**config.mk**
```make
export PLATFORM = sky130hd
export DESIGN_NAME = clk_power_ctrl
export DESIGN_NICKNAME = d
export VERILOG_FILES = /design/src/clk_enable_divider.v /design/src/clk_power_ctrl.v
export VERILOG_INCLUDE_DIRS = /design/src /design/src/src
export SDC_FILE = /design/constraint.sdc
export NUM_CORES = 1
export LEC_CHECK = 0
export BUFFER_PORTS_ARGS = -buffer_cell sky130_fd_sc_hd__buf_2
export CAP_MARGIN = 15
export CORE_MARGIN = 2
export CORE_UTILIZATION = 40
export CTS_BUF_LIST = sky130_fd_sc_hd__clkbuf_8 sky130_fd_sc_hd__clkbuf_16
export CTS_CLUSTER_SIZE = 28
export DETAILED_ROUTE_END_ITERATION = 12
export HOLD_SLACK_MARGIN = 0.1
export PLACE_DENSITY_LB_ADDON = 0.08
export SLEW_MARGIN = 20
export SYNTH_ARGS = -nofsm -noshare
export SYNTH_HDL_FRONTEND = slang
export SYNTH_SLANG_ARGS = --single-unit
```
**constraint.sdc**
```tcl
create_clock -name clk -period 5.7 [get_ports clk]
set_clock_uncertainty 0.05 [all_clocks]
set_input_delay 0.57 -clock clk [delete_from_list [all_inputs] [get_ports clk]]
set_output_delay 0.57 -clock clk [all_outputs]
set_load 0.03 [all_outputs]
```
**src/clk_power_ctrl_defines.vh**
```
// Register map, field positions, reset values and timing counts for clock/power control
`ifndef CLK_POWER_CTRL_DEFINES_VH
`define CLK_POWER_CTRL_DEFINES_VH

// Register offsets (byte addresses, one word each)
`define ADDR_SYSCLK 8'h00
`define ADDR_PLLMUL 8'h04
`define ADDR_STANDBY 8'h08
`define ADDR_HALT 8'h0c
`define ADDR_RELEASE 8'h10
`define ADDR_STATUS 8'h14

// Field positions
`define SWITCH_MODE_BIT 3
`define SLEEP_TO_STANDBY_BIT 7
`define ALLSTOP_EN_BIT 15
`define TIMER8_HALT_BIT 0

// Reset values
`define SYSCLK_RST 8'h00
`define PLLMUL_RST 2'h0
`define STANDBY_RST 8'h4f
`define HALT_RST 16'h0fff
`define RELEASE_RST 16'h0000

// Multiply codes
`define MUL_X1 2'h0
`define MUL_X2 2'h1
`define MUL_X4 2'h2
`define MUL_BAD 2'h3

// Wake wait reload values, one less than the state count
`define WAIT_64 20'h0003f
`define WAIT_512 20'h001ff
`define WAIT_1K 20'h003ff
`define WAIT_2K 20'h007ff
`define WAIT_4K 20'h00fff
`define WAIT_16K 20'h03fff
`define WAIT_32K 20'h07fff
`define WAIT_64K 20'h0ffff
`define WAIT_128K 20'h1ffff
`define WAIT_256K 20'h3ffff
`define WAKE_MAX_STATES 20'h7ffff

// Operating modes
`define MODE_RUN 3'h0
`define MODE_SLEEP 3'h1
`define MODE_ALLSTOP 3'h2
`define MODE_SWSTBY 3'h3
`define MODE_WAKEWAIT 3'h4
`define MODE_HWSTBY 3'h5
`define MODE_RESET 3'h6

`endif

```
**src/clk_enable_divider.v**
```verilog
// Divide-by-2^n clock enable pulse generator
`timescale 1ns/1ns

module clk_enable_divider (
    // Clock and reset
    input wire clk,
    input wire rst,
    // Control
    input wire run,
    input wire [2:0] divSel,
    // Enable out
    output reg tick
);

reg [4:0] count_reg;
wire [4:0] mask;

assign mask = (5'h1f >> (3'h5 - divSel)) & 5'h1f;

always @(posedge clk or posedge rst) begin
    if (rst) begin
        count_reg <= 5'h00;
        tick <= 1'b0;
    end else if (!run) begin
        // Stopped generator makes no ticks
        tick <= 1'b0;
    end else begin
        count_reg <= count_reg + 5'h01;
        tick <= ((count_reg & mask) == mask);
    end
end

endmodule // clk_enable_divider

```
**src/clk_power_ctrl.v**
```verilog
// Clock multiply/divide selection and power-down mode controller
// Functional notes
// - Multiply codes 00,01,10 give x1,x2,x4
// - Multiply factor is one after reset
// - Switch bit 0 defers factor until standby
// - Wake interval follows standby timer select
// - Standby stops generator, loads pending factor
// - Switch bit 1 applies factor immediately
// - System clock divides by 1..32
// - Reset leaves high-speed mode, units 0..11 stopped
// - Sleep CPU, division CPU+masters, halt peripherals
// - Halted-retained units keep state, stop running
// - Halted-reset units return to reset values
// - Module stop halts only flagged peripherals
// - All-stop keeps timer8 per its halt bit
// - Sleep wake: NMI, IRQs, watchdog, timer8
// - Standby wake: NMI or enabled IRQ only
// - Wake only on accepted interrupt
// - Standby pin low forces hardware standby
// - Reset pin low resets except hw standby
// - Divide select 000..101, 11X forbidden
// - Switch mode select bit 3, reset 0
// - Wait code 1111 is 524288 states
//
// The implementer's own choices: the address-and-strobe port and the register offsets.
`timescale 1ns/1ns
`include "clk_power_ctrl_defines.vh"

module clk_power_ctrl (
    // Clock and reset
    input wire clk,
    input wire rst,
    // Register port
    input wire [7:0] addr,
    input wire [15:0] wrData,
    input wire wrEn,
    input wire rdEn,
    output reg [15:0] rdData,
    // Pins
    input wire hwStandbyPin_n,
    input wire resetPin_n,
    // Sleep request and wake sources
    input wire sleepReq,
    input wire nmiAccepted,
    input wire [15:0] extIrqAccepted,
    input wire watchdogIrqAccepted,
    input wire timer8IrqAccepted,
    // Clock outputs
    output reg [1:0] pllMult,
    output reg clockGenRun,
    output reg sysTick,
    // Unit controls
    output reg cpuHalt,
    output reg [15:0] moduleHalt,
    output reg [15:0] moduleReset,
    output reg [2:0] opMode
);

// ---------------------------------------------------------------
// Pin synchronisers
// ---------------------------------------------------------------
reg stbySync1_reg;
reg stbySync2_reg;
reg resSync1_reg;
reg resSync2_reg;

always @(posedge clk or posedge rst) begin
    if (rst) begin
        stbySync1_reg <= 1'b1;
        stbySync2_reg <= 1'b1;
        resSync1_reg <= 1'b1;
        resSync2_reg <= 1'b1;
    end else begin
        stbySync1_reg <= hwStandbyPin_n;
        stbySync2_reg <= stbySync1_reg;
        resSync1_reg <= resetPin_n;
        resSync2_reg <= resSync1_reg;
    end
end

wire hwStby = ~stbySync2_reg;
wire pinReset = ~resSync2_reg;

// ---------------------------------------------------------------
// Registers
// ---------------------------------------------------------------
reg [7:0] sysClk_reg;
reg [1:0] pendMult_reg;
reg [1:0] effMult_reg;
reg [7:0] standby_reg;
reg [15:0] halt_reg;
reg [15:0] release_reg;
reg [2:0] mode_reg;
reg [2:0] mode_next;
reg [19:0] wait_reg;

// Writes outside run are dropped; the CPU is halted there anyway
wire regWr = wrEn && (mode_reg == `MODE_RUN);
wire switchNow = sysClk_reg[`SWITCH_MODE_BIT];
wire [3:0] waitSel = standby_reg[3:0];
wire pinForce = hwStby || pinReset;

// Wait length per select code, not a power series
// Reserved codes below 5 fall back to the shortest wait
function [19:0] wait_states;
    input [3:0] code;
    begin
        case (code)
            4'h6: wait_states = `WAIT_512;
            4'h7: wait_states = `WAIT_1K;
            4'h8: wait_states = `WAIT_2K;
            4'h9: wait_states = `WAIT_4K;
            4'ha: wait_states = `WAIT_16K;
            4'hb: wait_states = `WAIT_32K;
            4'hc: wait_states = `WAIT_64K;
            4'hd: wait_states = `WAIT_128K;
            4'he: wait_states = `WAIT_256K;
            4'hf: wait_states = `WAKE_MAX_STATES;
            default: wait_states = `WAIT_64;
        endcase
    end
endfunction

always @(posedge clk or posedge rst) begin
    if (rst) begin
        sysClk_reg <= `SYSCLK_RST;
        pendMult_reg <= `PLLMUL_RST;
        standby_reg <= `STANDBY_RST;
        halt_reg <= `HALT_RST;
        release_reg <= `RELEASE_RST;
    end else if (pinForce) begin
        sysClk_reg <= `SYSCLK_RST;
        pendMult_reg <= `PLLMUL_RST;
        standby_reg <= `STANDBY_RST;
        halt_reg <= `HALT_RST;
        release_reg <= `RELEASE_RST;
    end else if (regWr) begin
        case (addr)
            `ADDR_SYSCLK: begin
                if (wrData[2:1] != 2'h3)
                    sysClk_reg <= {wrData[7], 3'h0, wrData[3:0]};
                else
                    sysClk_reg <= {wrData[7], 3'h0, wrData[3], sysClk_reg[2:0]};
            end
            `ADDR_PLLMUL: begin
                if (wrData[1:0] != `MUL_BAD)
                    pendMult_reg <= wrData[1:0];
            end
            `ADDR_STANDBY: standby_reg <= {wrData[7:6], 2'h0, wrData[3:0]};
            `ADDR_HALT: halt_reg <= wrData;
            `ADDR_RELEASE: release_reg <= wrData;
            default: ;
        endcase
    end
end

// ---------------------------------------------------------------
// Effective multiply factor
// ---------------------------------------------------------------
always @(posedge clk or posedge rst) begin
    if (rst) begin
        effMult_reg <= `MUL_X1;
    end else if (pinForce) begin
        // Pin reset or hardware standby falls back to x1
        effMult_reg <= `MUL_X1;
    end else if (switchNow) begin
        effMult_reg <= pendMult_reg;
    end else if (mode_reg == `MODE_SWSTBY) begin
        effMult_reg <= pendMult_reg;
    end
end

// ---------------------------------------------------------------
// Mode state machine
// ---------------------------------------------------------------
wire irqEnabled = |(extIrqAccepted & release_reg);
wire sleepWake = nmiAccepted || (|extIrqAccepted) || watchdogIrqAccepted
    || (timer8IrqAccepted && !halt_reg[`TIMER8_HALT_BIT]);
wire stbyWake = nmiAccepted || irqEnabled;
wire allStopOk = halt_reg[`ALLSTOP_EN_BIT] && (&halt_reg[14:1]);

always @* begin
    mode_next = mode_reg;
    case (mode_reg)
        `MODE_RUN: begin
            if (sleepReq) begin
                if (standby_reg[`SLEEP_TO_STANDBY_BIT])
                    mode_next = `MODE_SWSTBY;
                else if (allStopOk)
                    mode_next = `MODE_ALLSTOP;
                else
                    mode_next = `MODE_SLEEP;
            end
        end
        `MODE_SLEEP, `MODE_ALLSTOP: begin
            if (sleepWake)
                mode_next = `MODE_RUN;
        end
        `MODE_SWSTBY: begin
            if (stbyWake)
                mode_next = `MODE_WAKEWAIT;
        end
        `MODE_WAKEWAIT: begin
            if (wait_reg == 20'h00000)
                mode_next = `MODE_RUN;
        end
        `MODE_HWSTBY: mode_next = `MODE_RESET;
        `MODE_RESET: mode_next = `MODE_RUN;
        default: mode_next = `MODE_RUN;
    endcase
    if (pinReset && mode_reg != `MODE_HWSTBY)
        mode_next = `MODE_RESET;
    if (hwStby)
        mode_next = `MODE_HWSTBY;
    else if (mode_reg == `MODE_HWSTBY && pinReset)
        mode_next = `MODE_HWSTBY;
end

always @(posedge clk or posedge rst) begin
    if (rst) begin
        mode_reg <= `MODE_RUN;
        wait_reg <= 20'h00000;
    end else begin
        mode_reg <= mode_next;
        // Reloaded all through standby, so a late select change counts
        if (mode_reg == `MODE_SWSTBY)
            wait_reg <= wait_states(waitSel);
        else if (mode_reg == `MODE_WAKEWAIT && sysTick && wait_reg != 20'h00000)
            wait_reg <= wait_reg - 20'h00001;
    end
end

// ---------------------------------------------------------------
// System clock enable
// ---------------------------------------------------------------
wire genRun = (mode_reg != `MODE_SWSTBY) && (mode_reg != `MODE_HWSTBY);
wire tick;

clk_enable_divider divider (
    .clk(clk),
    .rst(rst),
    .run(genRun),
    .divSel(sysClk_reg[2:0]),
    .tick(tick)
);

// ---------------------------------------------------------------
// Unit control outputs
// ---------------------------------------------------------------
reg [15:0] haltNext;
reg [15:0] resetNext;
reg cpuHaltNext;

always @* begin
    haltNext = 16'h0000;
    resetNext = 16'h0000;
    cpuHaltNext = 1'b0;
    case (mode_reg)
        `MODE_RUN: begin
            haltNext = {1'b0, halt_reg[14:0]};
            resetNext = {12'h000, halt_reg[3:1], 1'b0};
        end
        `MODE_SLEEP: begin
            cpuHaltNext = 1'b1;
            haltNext = {1'b0, halt_reg[14:0]};
            resetNext = {12'h000, halt_reg[3:1], 1'b0};
        end
        `MODE_ALLSTOP: begin
            cpuHaltNext = 1'b1;
            haltNext = {1'b0, 14'h3fff, halt_reg[`TIMER8_HALT_BIT]};
            resetNext = 16'h000e;
        end
        `MODE_SWSTBY, `MODE_WAKEWAIT: begin
            // retained halt, serial and ADC reset
            cpuHaltNext = 1'b1;
            haltNext = 16'h7fff;
            resetNext = 16'h004e;
        end
        `MODE_HWSTBY, `MODE_RESET: begin
            cpuHaltNext = 1'b1;
            haltNext = 16'h7fff;
            resetNext = 16'h7fff;
        end
        default: ;
    endcase
end

always @(posedge clk or posedge rst) begin
    if (rst) begin
        pllMult <= `MUL_X1;
        clockGenRun <= 1'b1;
        sysTick <= 1'b0;
        cpuHalt <= 1'b0;
        moduleHalt <= 16'h0000;
        moduleReset <= 16'h0000;
        opMode <= `MODE_RUN;
    end else begin
        pllMult <= effMult_reg;
        clockGenRun <= genRun;
        sysTick <= tick;
        cpuHalt <= cpuHaltNext;
        moduleHalt <= haltNext;
        moduleReset <= resetNext;
        opMode <= mode_reg;
    end
end

// ---------------------------------------------------------------
// Read port
// ---------------------------------------------------------------
always @(posedge clk or posedge rst) begin
    if (rst) begin
        rdData <= 16'h0000;
    end else if (rdEn) begin
        case (addr)
            `ADDR_SYSCLK: rdData <= {8'h00, sysClk_reg};
            `ADDR_PLLMUL: rdData <= {14'h0000, pendMult_reg};
            `ADDR_STANDBY: rdData <= {8'h00, standby_reg};
            `ADDR_HALT: rdData <= halt_reg;
            `ADDR_RELEASE: rdData <= release_reg;
            `ADDR_STATUS: rdData <= {9'h000, genRun, effMult_reg, 1'b0, mode_reg};
            default: rdData <= 16'h0000;
        endcase
    end else begin
        rdData <= 16'h0000;
    end
end

endmodule // clk_power_ctrl

```
# Word level (Yosys, flattened, before mapping)
# Memories as Yosys holds them, arrays and structs flattened.
# Cells that the tools add are included.
# Widths: inputs -> output; s select.
# word_totals
reg_bits	141
mem_bits_ro	208
in_bits	50
output_inout_bits	56
elab_cells	134
memories	1
# mem_list
memory	words	word_bits	read_ports	rd_clocked_by_memory_dff	write_ports	line	source
(no name shown)	16	13	1	0	0	clk_power_ctrl.v:108	case (code)
# classes
add_sub_neg	3
eq_ne	20
n_shift	1
n_mux	38
n_bitwise	4
n_reduce_logical	44
# op_table
op	count
$mux 16	7
$pmux 16 s6	1
$pmux 15 s4	1
$mux 8	6
$pmux 15 s3	1
$mux 20	2
$reduce_or 16->1	2
$mux 3	8
$logic_not 20->1	1
$reduce_bool 20->1	1
$sub 20x1->20 const B	1
$mux 2	9
$reduce_bool 2->1	9
$and 16x16->16	1
$eq 8x4->1 const B	2
$eq 8x5->1 const B	2
$pmux 3 s5	1
$reduce_and 14->1	1
$ne 5x3->1 const B	2
$ne 5x5->1 const B	2
$eq 3x3->1 const B	3
$eq 8x3->1 const B	1
$logic_and 1x1->1	8
$logic_not 8->1	1
other kinds (22)	37

# Depth between registers and ports, before layout
# logic_depth
word_depth	9
depth_mapped	8
mapped_depth_nobuf	7

# Hierarchy
# Synthesis repeated with hierarchy kept, for this count alone.
# hier_totals
hier_cells	539
area_unflattened_um2	5785.5
# modules_own_cells
mod	instances	cells_each	area_each_um2	seq_area_each_um2
clk_power_ctrl	1	513	5485.3	2980.4
clk_enable_divider	1	26	300.3	150.1

# Worst setup path after synthesis
# No wires, ideal clock.
# synth_path
path_kind	input-to-reg
startpoint	input port addr[5]
endpoint	register release_reg[2]
setup_ps	136
t_arrival_ps	2056
required_time_ps	5514
path_slack_ps	3458
cell_stages	6
n_path_buf	1
path_cell_list	or4b_1 > nor3_2 > nand2_1 > clkbuf_1 > nand2_1 > a21oi_1
# synth_between
elab_chain_len	3
# synth_rtl
item	line	source
start: declaration	clk_power_ctrl.v:34	input wire [7:0] addr,
$eq 8x5->1	clk_power_ctrl.v:138	case (addr)
$reduce_bool 2->1 (no line)	n/a	
$reduce_and 2->1 (no line)	n/a	
end signal: assignment	clk_power_ctrl.v:130	release_reg <= `RELEASE_RST;
end signal: assignment	clk_power_ctrl.v:136	release_reg <= `RELEASE_RST;
end signal: assignment	clk_power_ctrl.v:151	`ADDR_RELEASE: release_reg <= wrData;
end: declaration	clk_power_ctrl.v:92	reg [15:0] release_reg;
# No other way between the ends.
# A chain may end at the register's enable or synchronous reset.

# Final worst setup path
# layout_path
startpoint	register wait_reg[0]
endpoint	register wait_reg[13]
# layout_between
elab_chain_len	3
word_cells_on_any_way	6
classes_between	add/sub: 1; mux: 2; reduce/logical: 3
# layout_rtl
item	line	source
start: declaration	clk_power_ctrl.v:95	reg [19:0] wait_reg;
start signal: assignment	clk_power_ctrl.v:227	wait_reg <= wait_states(waitSel);
start signal: assignment	clk_power_ctrl.v:229	wait_reg <= wait_reg - 20'h00001;
$sub 20x1->20 or $reduce_bool 20->1 (tied branches)	clk_power_ctrl.v:229, clk_power_ctrl.v:228	
$mux 20 or $logic_and 1x1->1 (tied branches)	clk_power_ctrl.v:228	else if (mode_reg == `MODE_WAKEWAIT && sysTick && wait_reg != 20'h00000)
$mux 20 or $reduce_bool 2->1 (tied branches)	n/a	
# Several ways; a longest one is shown, not always the timed one. The select of a mux whose other input is x is not followed.

==> results by group <==
Detailed routing
  – Final ANT Viol Nets: 0
  – DRT iter0 DRCs: 378
  – Routed len/inst: 19.2 um
  – Total routed wirelength: 15,800 um
  – DRT Pass-1 Iters: 6
  – Via count of the routed design: 4,659
  – DRC viols: 0
  – Via density per instance: 5.67

Power and ir drop
  – PwrDens: 376 nW/um2
  – Leakage: 0.00288 uW
  – Tot Pwr: 2590 uW
  – VDD IR-drop max: 0.000194 V

STA
  – Crit path time final: 2.78 ns
  – Setup violations, final: 0
  – Final hold vios: 0
  – Actual slew at the worst max-slew pin: 1.04 ns
  – Rel. slew slack: 30.5%
  – Slew Viols, Final: 0
  – Final period util: 48.8%
  – Fmax: 360 MHz
  – Unrepaired setup endpoints after global routing: no
  – Total negative slack: 0 ns

Global routing
  – GR Util All Layers: 21.3%
  – Vias in the first global route: 4,372
  – Global-route wire length before repair: 24,300 um
  – Initial antenna violation count: 0
  – Pin count of the biggest net entering global routing: 69
  – Grt total ovfl: 0

Logic synthesis
  – XOR/XNOR share of the synthesized area: 2.13%
  – Largest family of logic cells by synthesized area: compound AO/OA/AOI/OAI gates
  – Most common flop cell mapped by yosys: dfrtp_1
  – Cell Area, Synth: 5770 um2
  – FF+latch count, synth: 124
  – Compound-Gate Fraction of Synth Area: 18.1%
  – Syn Inst Count: 544
  – Post-synthesis sequential area ratio: 54.3%
  – Mux contribution to synthesized area: 2.56%
  – Synth warn: 0
  – Async set or reset register ratio after synthesis: 100%
  – Avg Inst Size Synth: 10.6 um2
  – EDFF count, synth: 0
  – Post-Synth Adder-Cell Area: 0.868%
  – Post-synthesis cell type count: 71
  – Synth Area in Simple Gates: 17.0%

Min path
  – Hold Path End: stbySync1_reg$_DFF_PP1_
  – Min-delay src: hwStandbyPin_n
  – HP Class: input pin to register
  – Hold Path Cell Cnt: 1

CTS
  – Clock buffer depth: 2
  – Worst-path clk slew: 0.05 ns
  – Num CTS Buffers: 17
  – H-tree lvl count: 4
  – CTS Sinks: 124
  – Root Driver: clkbuf_16
  – # Post-CTS Setup Buffers: 0
  – CTS resizes: 0
  – CTS hold repair buffers: 0
  – Clk Latency, worst-skew pair: 0.42 ns
  – CTS tree: done

Worst setup path
  – Worst path top cell family by delay: simple AND/OR/NAND/NOR gates
  – R2R depth: 7
  – CP required: 5.95 ns
  – CP cell instances: inv_1 > ha_1 > nor4b_1 > nand4_1 > o21ai_0 > nand2_1 > a32o_1
  – Worst path max stage delay: 0.65 ns
  – CP bufs+invs: 1
  – Kind of critical path: register to register
  – CP Launch Type: register
  – R2r setup slk: 2.92 ns
  – WP data arrival: 3.03 ns
  – R2r startpoint: wait_reg[0]$_DFFE_PP0P_
  – Max Fanout on Critical Path: 11
  – Slowest-stage cell, CP: o21ai_0
  – RR Endpoint: wait_reg[13]$_DFFE_PP0P_
  – Critical path capture point type: register

Final layout
  – NumNets Final: 684
  – Layout cell share with drive strength beyond 1: 28.2%
  – Multi-input logic area: 2360 um2
  – Reg area: 3130 um2
  – ANT cells: 0
  – Final instance count without filler cells: 822
  – Max reg flops: 20
  – Fillers: 1,322
  – Synth-to-layout area growth: 19.4%

Floorplanning
  – Die height: 124 um
  – Core Area: 14,000 um2
  – Die area: 15,400 um2
  – Core Rows: 43
  – Starting density of the core: 41.2%
  – IO Pins: 106
  – Die Width: 124 um

Placed design
  – Global placement routability congestion: 0.877
  – Post-DP HPWL: 11,000 um
  – Placed cell count: 791
  – PortBufs: 103

Flow run
  – Max-cap violation count: 0

Outcome
  – Status: complete, no violations
cell families (layout without fill, tap and decap cells):
| family | count (synthesis) | count (layout) |
|---|---|---|
| xor+xnor | 14 | 14 |
| flops | 124 | 124 |
| mux | 14 | 14 |
| other cells | 1 | 2 |
| buf+inv | 54 | 151 |
| compound gates | 146 | 146 |
| fa+ha+maj | 4 | 4 |
| simple gates | 187 | 187 |
area by class of cell:
| cell class | count | area share (%) |
|---|---|---|
| multi-input cells | 367 | 34.3 |
| clock inverters | 11 | 1.51 |
| repair buffers | 107 | 7.92 |
| well taps | 180 | 3.27 |
| inverters | 13 | 0.745 |
| clock buffers | 20 | 6.78 |
| flip-flops and latches | 124 | 45.4 |
metrics by stage:
stage / instance area, um2 / utilization, % / hold WS (ns) / setup slack, ns
floorplan: 5770 / - / 0.281 / 1.82
global placement: 6320 / 45.2 / 0.283 / 2.88
detailed placement: 6320 / 45.2 / 0.286 / 2.79
CTS: 6890 / 49.2 / 0.187 / 2.97
global route: 6890 / 49.2 / 0.193 / 2.67
finish: 6890 / 49.2 / 0.205 / 2.92
worst max-delay path by stage:
stage | startpoint | cells past startpoint | to
3_3_place_gp | addr[5] | 5 | halt_reg[11]$_DFFE_PP1P_
5_1_grt | wait_reg[0]$_DFFE_PP0P_ | 7 | wait_reg[13]$_DFFE_PP0P_
3_5_place_dp | addr[5] | 5 | halt_reg[11]$_DFFE_PP1P_
2_1_floorplan | rst | 1 | cpuHalt$_DFF_PP0_
6_report | wait_reg[0]$_DFFE_PP0P_ | 7 | wait_reg[13]$_DFFE_PP0P_
4_1_cts | wait_reg[0]$_DFFE_PP0P_ | 7 | wait_reg[13]$_DFFE_PP0P_
cells in the mapped netlist, drive strengths merged (9+ instances only):
library cell / count / share of area, %
a22oi: 17 / 2.2
dfrtp: 102 / 44
a21oi: 34 / 3.0
dfstp: 22 / 10
nor3: 9 / 0.87
o21ai: 12 / 1.0
nand2: 51 / 3.3
nor2: 45 / 3.2
clkbuf: 24 / 1.9
inv: 13 / 0.85
nand3: 29 / 2.5
nor4: 9 / 1.2
buf: 17 / 2.2
o22a: 13 / 2.0
xor2: 10 / 1.5
nand4: 9 / 0.98
o21a: 19 / 2.5
power by group:
group | internal [uW] | switching, uW
Combinational | 172 | 282
Sequential | 988 | 113
Clock | 665 | 370
Total | 1820 | 765
layer usage:
metal  share of wire [%]  up-vias  GRT usage, %
li1                    -     2162             -
met2                  46      155          31.8
met3                 6.1       22          4.99
met1                  46     2320          30.2
met5                   0        -             0
met4                 1.8        0          7.87
placed cells by master (no fill, tap or decap), types with 3 or more instances in the layout:
master,n
o22ai_1,5
inv_1,16
nand3_1,29
dfstp_2,22
clkinv_2,4
or4_1,3
a22oi_1,17
a31oi_1,8
xor2_1,10
and2_1,3
a222oi_1,4
o22a_1,12
clkbuf_8,3
a22o_1,6
nor2_1,44
o21a_1,19
and3_1,4
mux2_2,6
a21oi_1,34
buf_2,103
o211ai_1,7
xnor2_1,4
dfrtp_1,102
clkbuf_16,17
o21ai_0,11
nor3_1,8
nor4_1,8
nor2b_1,4
ha_1,4
nand4_1,9
mux2i_1,8
a221oi_1,3
nand2_1,51
buf_4,4
(Power assumes the default switching activity.)
